### src/hw/exc_entry_cfg.svh
`ifndef EXC_ENTRY_CFG_SVH
`define EXC_ENTRY_CFG_SVH

// Vector offsets added to the prefix base
`define VEC_FPU_UNAVAIL 32'h0000_0800
`define VEC_DECREMENTER 32'h0000_0900
`define VEC_IO_ERROR    32'h0000_0a00
`define VEC_SYS_CALL    32'h0000_0c00
`define VEC_RUN_MODE    32'h0000_2000

// Physical bases chosen by exception_prefix
`define BASE_PREFIX_LO  32'h0000_0000
`define BASE_PREFIX_HI  32'hfff0_0000

// machine_state_word fields; big-endian bit n sits at index 31-n
`define MSW_EXT_INT  15
`define MSW_PROBLEM  14
`define MSW_FLOAT    13
`define MSW_MCHECK   12
`define MSW_FMODE_LO 11
`define MSW_STEP     10
`define MSW_FMODE_HI 8
`define MSW_PREFIX   6
`define MSW_ITRANS   5
`define MSW_DTRANS   4
`define MSW_CLEAR_MASK 32'h0000_ed30
`define MSW_RESET      32'h0000_0040

// Run mode enable field of implementation_control_one (bits 8 and 9)
`define RUN_EN_HI      23
`define RUN_EN_LO      22
`define RUN_EN_PATTERN 2'b01

// Exception index, lowest index wins
`define EXC_IOERR 0
`define EXC_FPU   1
`define EXC_RUN   2
`define EXC_CALL  3
`define EXC_DEC   4
`define EXC_COUNT 5

// Time base
`define DEC_RESET 32'h0000_0000
`define RTC_RESET 32'h0000_0000
`define DEC_MSB   31

`endif

### src/hw/exc_entry_pkg.sv
`include "exc_entry_cfg.svh"
`default_nettype none
package exc_entry_pkg;
    typedef logic [31:0] word_t;
    typedef logic [`EXC_COUNT-1:0] exc_vec_t;
    typedef enum logic [1:0] {
        ST_RUN  = 2'b01,
        ST_SYNC = 2'b10
    } seq_state_e;
endpackage
`default_nettype wire

### src/hw/dec_link.sv
`default_nettype none
interface dec_link;
    logic pending;    // Decrementer request waiting
    logic take;       // Decrementer exception taken this cycle
    modport tb   (output pending, input take);
    modport core (input pending, output take);
endinterface
`default_nettype wire

### src/hw/exc_entry.sv
`include "exc_entry_cfg.svh"
`default_nettype none
module exc_entry
    import exc_entry_pkg::*;
(
    input  wire logic  sys_clk,         // Core clock, 100 MHz
    input  wire logic  rst_n,           // Async reset, active low
    input  wire logic  tb_tick_pin,     // Shared time base pin
    input  wire logic  higher_exc,      // Outranking exception pending
    input  wire logic  instr_valid,     // Instruction at instr_addr issues
    input  wire word_t instr_addr,      // Its effective address
    input  wire word_t next_addr,       // Address it would run next
    input  wire logic  float_instr,     // It is a float op (incl. ld/st)
    input  wire logic  iac_match,       // Instruction address compare
    input  wire logic  btac_match,      // Branch target compare
    input  wire word_t impl_ctrl,       // implementation_control_one
    input  wire logic  call_valid,      // system_call_instruction seen
    input  wire word_t call_word,       // Its instruction word
    input  wire word_t call_next_addr,  // Address after it
    input  wire logic  inflight_empty,  // All older work completed
    input  wire logic  io_err_valid,    // Interface error reply packet
    input  wire word_t io_err_addr,     // Address of the failing access
    input  wire word_t io_err_next_addr, // Instruction after it
    input  wire logic  io_illegal,      // Illegal interface-space access
    input  wire logic  io_misaligned,   // That access was misaligned
    input  wire logic  msw_wr,          // Software load of the state word
    input  wire word_t msw_wdata,       // Value loaded
    input  wire logic  dec_wr,          // Software store to decrementer
    input  wire word_t dec_wdata,       // Value stored
    output word_t      dec_count,       // Decrementer value
    output word_t      rtc_count,       // Real-time counter value
    output word_t      machine_state_word,   // Current state word
    output word_t      saved_return_address, // Return address
    output word_t      saved_machine_state,  // Saved state word
    output word_t      data_fault_address,   // Faulting data address
    output word_t      fetch_addr,      // Redirect target
    output logic       fetch_redirect,  // Pulse: fetch from fetch_addr
    output exc_vec_t   exc_taken,       // Pulse: which exception
    output logic       dispatch_halt,   // Stop issuing new instructions
    output logic       align_fault,     // Pulse: to alignment exception
    output logic       data_access_fault // Pulse: to data access exception
);
    dec_link dl ();

    seq_state_e state;
    exc_vec_t   req;
    exc_vec_t   grant;
    word_t      msw;
    word_t      call_ret;
    word_t      call_instr;
    word_t      base;
    word_t      vector;
    logic       run_enabled;
    logic       sync_hold;

    assign machine_state_word = msw;

    time_base u_time_base (
        .sys_clk     (sys_clk),
        .rst_n       (rst_n),
        .tb_tick_pin (tb_tick_pin),
        .dec_wr      (dec_wr),
        .dec_wdata   (dec_wdata),
        .dec_count   (dec_count),
        .rtc_count   (rtc_count),
        .dl          (dl.tb)
    );

    // Run mode gate: bit 8 clear and bit 9 set
    assign run_enabled =
        impl_ctrl[`RUN_EN_HI:`RUN_EN_LO] == `RUN_EN_PATTERN;
    assign sync_hold = state == ST_SYNC;

    // Raw requests; while syncing only older work and the call itself
    always_comb begin
        req = '0;
        req[`EXC_IOERR] = io_err_valid & ~io_illegal;
        req[`EXC_FPU]   = ~sync_hold & instr_valid & float_instr
                          & ~msw[`MSW_FLOAT];
        req[`EXC_RUN]   = ~sync_hold & instr_valid & run_enabled
                          & (iac_match | btac_match
                             | msw[`MSW_STEP]);
        req[`EXC_CALL]  = sync_hold & inflight_empty;
        req[`EXC_DEC]   = ~sync_hold & dl.pending
                          & msw[`MSW_EXT_INT];
    end

    exc_priority #(
        .N (`EXC_COUNT)
    ) u_priority (
        .req   (req),
        .block (higher_exc),
        .grant (grant)
    );
    // Taking the decrementer clears its request
    assign dl.take = grant[`EXC_DEC];

    // Halt issue from the call onward; combinational so no slot leaks
    assign dispatch_halt = sync_hold | call_valid;

    // Call sequencing: hold the call until older work has settled
    always_ff @(posedge sys_clk or negedge rst_n) begin
        if (!rst_n) begin
            state    <= ST_RUN;
            call_ret   <= '0;
            call_instr <= '0;
        end else begin
            unique case (state)
                ST_RUN: begin
                    if (call_valid && grant == '0) begin
                        state      <= ST_SYNC;
                        call_ret   <= call_next_addr;
                        call_instr <= call_word;
                    end
                end
                ST_SYNC: begin
                    // An older interface error flushes the call
                    if (grant[`EXC_CALL] || grant[`EXC_IOERR]) begin
                        state <= ST_RUN;
                    end
                end
            endcase
        end
    end

    // Vector of the winner
    always_comb begin
        vector = '0;
        if (grant[`EXC_IOERR]) begin
            vector = `VEC_IO_ERROR;
        end else if (grant[`EXC_FPU]) begin
            vector = `VEC_FPU_UNAVAIL;
        end else if (grant[`EXC_RUN]) begin
            vector = `VEC_RUN_MODE;
        end else if (grant[`EXC_CALL]) begin
            vector = `VEC_SYS_CALL;
        end else if (grant[`EXC_DEC]) begin
            vector = `VEC_DECREMENTER;
        end
    end
    // Prefix is not changed by entry, so the old value picks the base
    assign base = msw[`MSW_PREFIX] ? `BASE_PREFIX_HI : `BASE_PREFIX_LO;

    // Redirect and cause pulses
    always_ff @(posedge sys_clk or negedge rst_n) begin
        if (!rst_n) begin
            fetch_addr     <= '0;
            fetch_redirect <= 1'b0;
            exc_taken      <= '0;
        end else begin
            fetch_redirect <= |grant;
            exc_taken      <= grant;
            if (|grant) begin
                fetch_addr <= base | vector;
            end
        end
    end

    // State word: entry clears the listed bits, ME and EP survive
    always_ff @(posedge sys_clk or negedge rst_n) begin
        if (!rst_n) begin
            msw <= `MSW_RESET;
        end else if (|grant) begin
            msw <= msw & ~`MSW_CLEAR_MASK;
        end else if (msw_wr) begin
            msw <= msw_wdata;
        end
    end

    // Return address per cause
    always_ff @(posedge sys_clk or negedge rst_n) begin
        if (!rst_n) begin
            saved_return_address <= '0;
        end else if (grant[`EXC_IOERR]) begin
            saved_return_address <= io_err_next_addr;
        end else if (grant[`EXC_FPU]) begin
            saved_return_address <= instr_addr;
        end else if (grant[`EXC_RUN]) begin
            saved_return_address <= instr_addr;
        end else if (grant[`EXC_CALL]) begin
            saved_return_address <= call_ret;
        end else if (grant[`EXC_DEC]) begin
            saved_return_address <= next_addr;
        end
    end

    // Saved state word per cause
    always_ff @(posedge sys_clk or negedge rst_n) begin
        if (!rst_n) begin
            saved_machine_state <= '0;
        end else if (grant[`EXC_RUN]) begin
            saved_machine_state <= msw;
        end else if (grant[`EXC_CALL]) begin
            // Low instruction half fills the high saved half
            saved_machine_state <= {call_instr[15:0], msw[15:0]};
        end else if (|grant) begin
            saved_machine_state <= {16'h0000, msw[15:0]};
        end
    end

    // Faulting data address, only for interface errors
    always_ff @(posedge sys_clk or negedge rst_n) begin
        if (!rst_n) begin
            data_fault_address <= '0;
        end else if (grant[`EXC_IOERR]) begin
            data_fault_address <= io_err_addr;
        end
    end

    // Illegal interface-space accesses leave through other exceptions
    always_ff @(posedge sys_clk or negedge rst_n) begin
        if (!rst_n) begin
            align_fault       <= 1'b0;
            data_access_fault <= 1'b0;
        end else begin
            align_fault       <= io_illegal & io_misaligned;
            data_access_fault <= io_illegal & ~io_misaligned;
        end
    end

    AST_FPU_TAKE: assert property (@(posedge sys_clk) disable iff (!rst_n)
        (instr_valid && float_instr && !msw[`MSW_FLOAT] && !higher_exc
         && !io_err_valid && state == ST_RUN)
        |=> exc_taken[`EXC_FPU]
            && fetch_addr[15:0] == 16'h0800)
        else $error("float-unavailable not taken");
    AST_MSW_CLEAR: assert property (@(posedge sys_clk) disable iff (!rst_n)
        fetch_redirect |-> (msw & `MSW_CLEAR_MASK) == 32'h0
        && msw[`MSW_MCHECK] == $past(msw[`MSW_MCHECK])
        && msw[`MSW_PREFIX] == $past(msw[`MSW_PREFIX]))
        else $error("state word not set on entry");
    AST_SAVE_LOW: assert property (@(posedge sys_clk) disable iff (!rst_n)
        (exc_taken[`EXC_FPU] || exc_taken[`EXC_DEC]
         || exc_taken[`EXC_IOERR])
        |-> saved_machine_state
            == {16'h0000, $past(msw[15:0])})
        else $error("saved state wrong");
    AST_FPU_RET: assert property (@(posedge sys_clk) disable iff (!rst_n)
        exc_taken[`EXC_FPU]
        |-> saved_return_address == $past(instr_addr))
        else $error("float return address wrong");
    AST_VECTOR: assert property (@(posedge sys_clk) disable iff (!rst_n)
        exc_taken[`EXC_DEC] |-> fetch_addr == (($past(msw[`MSW_PREFIX]))
        ? `BASE_PREFIX_HI : `BASE_PREFIX_LO) + `VEC_DECREMENTER)
        else $error("decrementer fetch address wrong");
    AST_DEC_GATE: assert property (@(posedge sys_clk) disable iff (!rst_n)
        exc_taken[`EXC_DEC] |-> $past(msw[`MSW_EXT_INT])
        && $past(dl.pending) && !$past(higher_exc))
        else $error("decrementer taken while masked");
    AST_DEC_CANCEL: assert property (@(posedge sys_clk) disable iff (!rst_n)
        (exc_taken[`EXC_DEC] && !(!$past(dec_count[`DEC_MSB])
         && dec_count[`DEC_MSB])) |-> !dl.pending)
        else $error("request survived its exception");
    AST_DEC_RET: assert property (@(posedge sys_clk) disable iff (!rst_n)
        exc_taken[`EXC_DEC]
        |-> saved_return_address == $past(next_addr))
        else $error("decrementer return address wrong");
    AST_IOERR_CAUSE: assert property (@(posedge sys_clk) disable iff (!rst_n)
        exc_taken[`EXC_IOERR] |-> $past(io_err_valid)
        && !$past(io_illegal))
        else $error("interface error without reply");
    AST_IOERR_SAVE: assert property (@(posedge sys_clk) disable iff (!rst_n)
        exc_taken[`EXC_IOERR]
        |-> saved_return_address == $past(io_err_next_addr)
            && data_fault_address == $past(io_err_addr))
        else $error("interface error addresses wrong");
    AST_ILLEGAL: assert property (@(posedge sys_clk) disable iff (!rst_n)
        io_illegal |=> (align_fault ^ data_access_fault)
        && !exc_taken[`EXC_IOERR])
        else $error("illegal access misrouted");
    AST_CALL_WAIT: assert property (@(posedge sys_clk) disable iff (!rst_n)
        (state == ST_SYNC && !inflight_empty)
        |-> dispatch_halt ##1 !exc_taken[`EXC_CALL])
        else $error("call taken before work settled");
    AST_CALL_SAVE: assert property (@(posedge sys_clk) disable iff (!rst_n)
        exc_taken[`EXC_CALL] |-> saved_return_address == $past(call_ret)
        && saved_machine_state[15:0] == $past(msw[15:0]))
        else $error("call save wrong");
    AST_RUN_GATE: assert property (@(posedge sys_clk) disable iff (!rst_n)
        exc_taken[`EXC_RUN]
        |-> $past(impl_ctrl[`RUN_EN_HI:`RUN_EN_LO]) == 2'b01)
        else $error("run mode taken while disabled");
    AST_RUN_SAVE: assert property (@(posedge sys_clk) disable iff (!rst_n)
        exc_taken[`EXC_RUN] |-> saved_machine_state == $past(msw)
        && saved_return_address == $past(instr_addr))
        else $error("run mode save wrong");
    AST_ONE_WINNER: assert property (@(posedge sys_clk) disable iff (!rst_n)
        $onehot0(exc_taken) && (fetch_redirect == |exc_taken))
        else $error("more than one exception taken");

    COV_DEC: cover property (@(posedge sys_clk) disable iff (!rst_n)
        exc_taken[`EXC_DEC]);
    COV_CALL_WAIT: cover property (@(posedge sys_clk) disable iff (!rst_n)
        state == ST_SYNC ##1 state == ST_SYNC ##1 exc_taken[`EXC_CALL]);
    COV_IOERR: cover property (@(posedge sys_clk) disable iff (!rst_n)
        exc_taken[`EXC_IOERR]);
    COV_RUN: cover property (@(posedge sys_clk) disable iff (!rst_n)
        exc_taken[`EXC_RUN]);
endmodule
`default_nettype wire

### src/hw/exc_priority.sv
`include "exc_entry_cfg.svh"
`default_nettype none
module exc_priority
    import exc_entry_pkg::*;
#(
    parameter int N = `EXC_COUNT
) (
    input  wire logic [N-1:0] req,    // Raw requests
    input  wire logic         block,  // Older exception outranks all
    output logic      [N-1:0] grant   // One-hot winner
);
    // Fixed order: lowest index first
    for (genvar i = 0; i < N; i++) begin : g_pri
        if (i == 0) begin : g_first
            assign grant[i] = req[i] & ~block;
        end else begin : g_rest
            assign grant[i] = req[i] & ~block & ~(|req[i-1:0]);
        end
    end
endmodule
`default_nettype wire

### src/hw/time_base.sv
`include "exc_entry_cfg.svh"
`default_nettype none
module time_base
    import exc_entry_pkg::*;
(
    input  wire logic  sys_clk,      // Core clock
    input  wire logic  rst_n,        // Async reset, active low
    input  wire logic  tb_tick_pin,  // Shared time base, from a pin
    input  wire logic  dec_wr,       // Software store to decrementer
    input  wire word_t dec_wdata,    // Value stored
    output word_t      dec_count,    // Decrementer, reads are passive
    output word_t      rtc_count,    // Real-time counter
    dec_link.tb        dl            // Request toward the core
);
    logic  tick_s1;
    logic  tick_s2;
    logic  tick_s3;
    logic  tick;
    logic  rise;
    logic  pending;
    word_t next_dec;

    // Pin synchroniser, then rising edge of the time base
    always_ff @(posedge sys_clk or negedge rst_n) begin
        if (!rst_n) begin
            tick_s1 <= 1'b0;
            tick_s2 <= 1'b0;
            tick_s3 <= 1'b0;
        end else begin
            tick_s1 <= tb_tick_pin;
            tick_s2 <= tick_s1;
            tick_s3 <= tick_s2;
        end
    end
    assign tick = tick_s2 & ~tick_s3;

    // Write replaces the count outright, beating a same-cycle tick
    always_comb begin
        next_dec = dec_count;
        if (dec_wr) begin
            next_dec = dec_wdata;
        end else if (tick) begin
            next_dec = dec_count - 32'h0000_0001;
        end
    end
    // Top bit going 0 to 1, by counting or by a write
    assign rise = ~dec_count[`DEC_MSB] & next_dec[`DEC_MSB];

    // Both counters step on the same tick so they never drift
    always_ff @(posedge sys_clk or negedge rst_n) begin
        if (!rst_n) begin
            dec_count <= `DEC_RESET;
            rtc_count <= `RTC_RESET;
        end else begin
            dec_count <= next_dec;
            if (tick) begin
                rtc_count <= rtc_count + 32'h0000_0001;
            end
        end
    end

    // One sticky request; a new rise beats a same-cycle take
    always_ff @(posedge sys_clk or negedge rst_n) begin
        if (!rst_n) begin
            pending <= 1'b0;
        end else if (rise) begin
            pending <= 1'b1;
        end else if (dl.take) begin
            pending <= 1'b0;
        end
    end
    assign dl.pending = pending;

    AST_DEC_WRITE: assert property (@(posedge sys_clk) disable iff (!rst_n)
        dec_wr |=> dec_count == $past(dec_wdata))
        else $error("decrementer write not taken");
    AST_DEC_RISE: assert property (@(posedge sys_clk) disable iff (!rst_n)
        (!dec_count[`DEC_MSB] ##1 dec_count[`DEC_MSB]) |-> pending)
        else $error("top bit rise did not raise request");
    AST_COHERENT: assert property (@(posedge sys_clk) disable iff (!rst_n)
        (tick && !dec_wr) |=> (rtc_count == $past(rtc_count) + 32'h1 &&
        dec_count == $past(dec_count) - 32'h1))
        else $error("counters stepped apart");
endmodule
`default_nettype wire

### config.mk
export PLATFORM = sky130hd
export DESIGN_NAME = exc_entry
export DESIGN_NICKNAME = d
export VERILOG_FILES = /design/src/hw/exc_entry_pkg.sv /design/src/hw/dec_link.sv /design/src/hw/exc_entry.sv /design/src/hw/exc_priority.sv /design/src/hw/time_base.sv
export VERILOG_INCLUDE_DIRS = /design/src /design/src/hw
export SDC_FILE = /design/constraint.sdc
export NUM_CORES = 1
export LEC_CHECK = 0
export BUFFER_PORTS_ARGS = -buffer_cell sky130_fd_sc_hd__buf_2
export CORE_AREA = 5 5 203 205
export CTS_BUF_LIST = sky130_fd_sc_hd__clkbuf_4 sky130_fd_sc_hd__clkbuf_8
export CTS_CLUSTER_DIAMETER = 100
export DETAILED_ROUTE_END_ITERATION = 6
export DIE_AREA = 0 0 208 210
export PLACE_DENSITY = 0.55
export SYNTH_ARGS = -nofsm -noshare
export SYNTH_HDL_FRONTEND = slang
export SYNTH_SLANG_ARGS = --single-unit
### constraint.sdc
create_clock -name sys_clk -period 6.4 [get_ports sys_clk]
set_input_delay 1.28 -clock sys_clk [delete_from_list [all_inputs] [get_ports sys_clk]]
set_output_delay 1.28 -clock sys_clk [all_outputs]
set_load 0.03 [all_outputs]
==> reports/results.tsv <==
stage	metric	value	unit
run_status	status	completed	
cts	post-CTS sizing	0	
sta	Worst slew margin	29.3	%
setup_path	CP top delay family	compound AO/OA/AOI/OAI gates	
cts	worst skew pair latency	600	ps
hold_path	hold path cells	0	
hold_path	HP Start	u_time_base.tick_s1	
setup_path	slowest CP cell	o211ai_4	
floorplan	I/O pins	536	
detailed_routing	drt pass-1 iters	4	
sta	min cycle time layout	3990	ps
logic_synthesis	Ys Warns	0	
hold_path	HP Class	reg -> reg	
setup_path	crit-path max cell delay	790	ps
setup_path	Bufs and invs on worst path	3	
placed_design	DP Wirelength	31000	µm
detailed_routing	Post-DRT Antenna Nets	0	
cts	Max Root-Sink Buffers	3	
sta	TNS Setup	0	ps
sta	RSZ-0062 raised after global routing	false	
placed_design	post-placement setup slack	1710	ps
sta	Peak Freq	250	MHz
cts	CTS tree	built	
sta	Final Hold Fails	0	
sta	fin crit share	62.4	%
detailed_routing	WL/cell	20.3	µm
global_route	gr usage total	19.3	%
logic_synthesis	leading area contributor after synthesis	dfrtp_1	
floorplan	Initial Utilization	30.9	%
logic_synthesis	Post-synth EDFFs	0	
detailed_routing	routed wire length	43500	µm
logic_synthesis	Syn Area/Cell	10.8	µm²
setup_path	kind of critical path	in -> reg	
cts	Post-CTS Setup Inserts	0	
setup_path	crit path from	float_instr	
setup_path	CP required	6870	ps
sta	Worst Max-Slew Pin Slew	1060	ps
setup_path	R2R depth	7	
setup_path	Critical Path Source Type	primary input	
detailed_routing	via count	10500	
logic_synthesis	asr flop ratio synth	100	%
detailed_routing	routed wl met2	20100	µm
cts	Worst-path clk slew	60	ps
global_route	antenna violations before repair	8	
setup_path	crit-path max FO	35	
layout	Layout Nets	1880	
logic_synthesis	ys flop type	dfrtp_1	
logic_synthesis	share of the synthesized area in the top cell type	53.1	%
cts	root buf cell	clkbuf_8	
setup_path	r2r setup slk	2730	ps
logic_synthesis	post-synth cell types	60	
global_route	number of global-route vias before repair	11000	
cts	Max H-tree Level	2	
global_route	grt total ovfl	0	
logic_synthesis	register area share after synthesis	53.6	%
power	LEAKAGE	7.79	nW
setup_path	cells along the critical path	buf_2 -> nor2b_1 -> o211ai_2 -> buf_4 -> o2111a_2 -> o211ai_4 -> buf_4 -> mux2_2	
floorplan	Die ar.	0.0437	mm²
logic_synthesis	flops & latches, synth	260	
cts	hold_buf cts	0	
detailed_routing	Metal-1 WL	18300	µm
logic_synthesis	Synth Instances	1128	
logic_synthesis	synthesized area	0.0122	mm²
placed_design	port bufs	474	
detailed_routing	met3 wire length	3950	µm
setup_path	CP arrival	4470	ps
power	PwrDens	370	mW/mm²
job	MaxCap Viol Count	0	
detailed_routing	DRT iter0 DRCs	569	
sta	Slew Limit Fails	0	
sta	Setup violations, final	0	
logic_synthesis	ranking of synthesized cells by area	dfrtp_1, mux2_2, nand2_1, xnor2_1, a211oi_1	
floorplan	die width	208	µm
setup_path	CP Capture Type	flop	
cts	CTS sink count	260	
global_route	first-pass GRT wire length	66900	µm
layout	share of cells above drive strength 1	42.6	%
setup_path	Levels on crit path	8	
floorplan	site row count	73	
placed_design	gpl congestion	0.808	
cts	Num CTS Buffers	47	
detailed_routing	top sig layer	met5	
setup_path	CP most frequent cell	buf_4	
global_route	pin count of the biggest net entering global routing	156	
floorplan	core area	0.0393	mm²
layout	Area Overhead vs Synth	31.1	%
detailed_routing	DRC viols	0	
detailed_routing	DR vias/cell	4.91	
floorplan	die height	210	µm
power	maximum vdd drop	311	µV
sta	Worst Clk Skew	37.3	ps
setup_path	R2R Path Start	state[0]	
sta	setup ws final	2410	ps
-- synth_stat cells (2+ instances only) --
master     instances
dfrtp_1          258
nand2_1          154
mux2_2            89
clkbuf_1          60
o21ai_0           56
a211oi_1          44
xnor2_1           42
nor2_1            33
inv_1             32
buf_4             29
nand4_1           26
o31ai_1           22
a2bb2oi_1         21
o211ai_1          21
o311ai_0          21
nor3_1            20
xor2_1            20
a22oi_1           17
and2_1            14
a21oi_1           13
nand3_1           12
a2111oi_0         11
nor4_1            11
and3_1             9
or3_1              9
buf_2              8
mux2i_1            8
nor2b_1            8
and4_1             5
buf_1              5
o21ai_1            5
a21o_1             4
buf_6              4
nand2b_1           3
nand3b_1           3
dfstp_2            2
ha_1               2
nor3b_1            2
nor4bb_1           2
o211ai_2           2
or2_2              2
-- kinds of logic after synthesis --
| logic type | Yosys count | synth area share, % |
|---|---|---|
| simple gates | 323 | 13.0 |
| xor+xnor | 62 | 4.47 |
| other cells | 1 | 0.0309 |
| compound gates | 242 | 14.1 |
| flops | 260 | 53.6 |
| fa+ha+maj | 2 | 0.206 |
| mux | 98 | 9.00 |
| buf+inv | 140 | 5.55 |
-- sequential cells by signal, indices dropped and copies added (netlist names) --
register                count
call_instr                 16
saved_return_address       32
state                       2
u_time_base.rtc_count      32
data_access_fault           1
call_ret                   32
u_time_base.tick_s3         1
u_time_base.tick_s2         1
saved_machine_state        32
data_fault_address         32
align_fault                 1
u_time_base.dec_count      32
u_time_base.dl.pending      1
machine_state_word         32
fetch_redirect              1
exc_taken                   5
fetch_addr                  6
u_time_base.tick_s1         1
-- placed cells by master (no fill, tap or decap), types with 13 or more instances in the layout --
cell type / synthesis / routed
nand4_1: 26 / 26
o31ai_1: 22 / 22
and2_1: 14 / 14
xor2_1: 20 / 20
clkbuf_4: 0 / 15
o311ai_0: 21 / 21
o211ai_1: 21 / 21
a22oi_1: 17 / 17
nor2_1: 33 / 33
xnor2_1: 42 / 42
inv_1: 32 / 30
clkbuf_8: 0 / 61
o21ai_0: 56 / 56
nand2_1: 154 / 153
buf_2: 8 / 473
buf_4: 29 / 15
a211oi_1: 44 / 44
mux2_2: 89 / 89
a21oi_1: 13 / 13
conb_1: 1 / 15
dfrtp_1: 258 / 258
nor3_1: 20 / 19
a2bb2oi_1: 21 / 21
-- per-layer routing --
layer,vias up,track usage [%]
li1,4916,-
met1,5093,25.0
met2,436,30.7
met3,71,7.10
met4,4,5.39
met5,-,0
-- area by class of cell --
type | instances | area, µm²
clock inverter | 9 | 104
multi-input combinational | 742 | 5040
tap | 525 | 657
fill | 3936 | 23400
clock buffer | 76 | 952
antenna | 7 | 17.5
inverter | 34 | 128
timing repair buffer | 490 | 2510
sequential | 260 | 6510
-- stage by stage --
| step | std cells | total power, mW | hold WS, ps | cell area (µm²) | util (%) |
|---|---|---|---|---|---|
| finish | 2143 | 5.89 | 351 | 15900 | 40.5 |
| global route | 2139 | 6.22 | 353 | 15900 | 40.5 |
| CTS | 2136 | 5.98 | 351 | 15900 | 40.5 |
| detailed placement | 2051 | 4.19 | 337 | 14900 | 37.8 |
| global placement | 2051 | 4.16 | 333 | 14900 | 37.8 |
| floorplan | 1142 | 3.55 | 331 | 12200 | - |
-- power by group --
| part | leakage (nW) | switching, mW | internal (mW) |
|---|---|---|---|
| combinational | 3.98 | 1.19 | 0.625 |
| sequential | 3.25 | 0.273 | 2.06 |
| clock | 0.562 | 0.720 | 1.02 |
| total | 7.79 | 2.18 | 3.71 |
-- worst paths after layout --
check	endpoint
worst max-delay path	call_instr[10]
worst min register to register	u_time_base.tick_s2
worst max register to register	call_instr[10]
max in group asynchronous	u_time_base.dec_count[14]
worst min-delay path	u_time_base.tick_s2
min in group asynchronous	saved_return_address[4]
No activity file was read; power rests on OpenSTA's default activity.
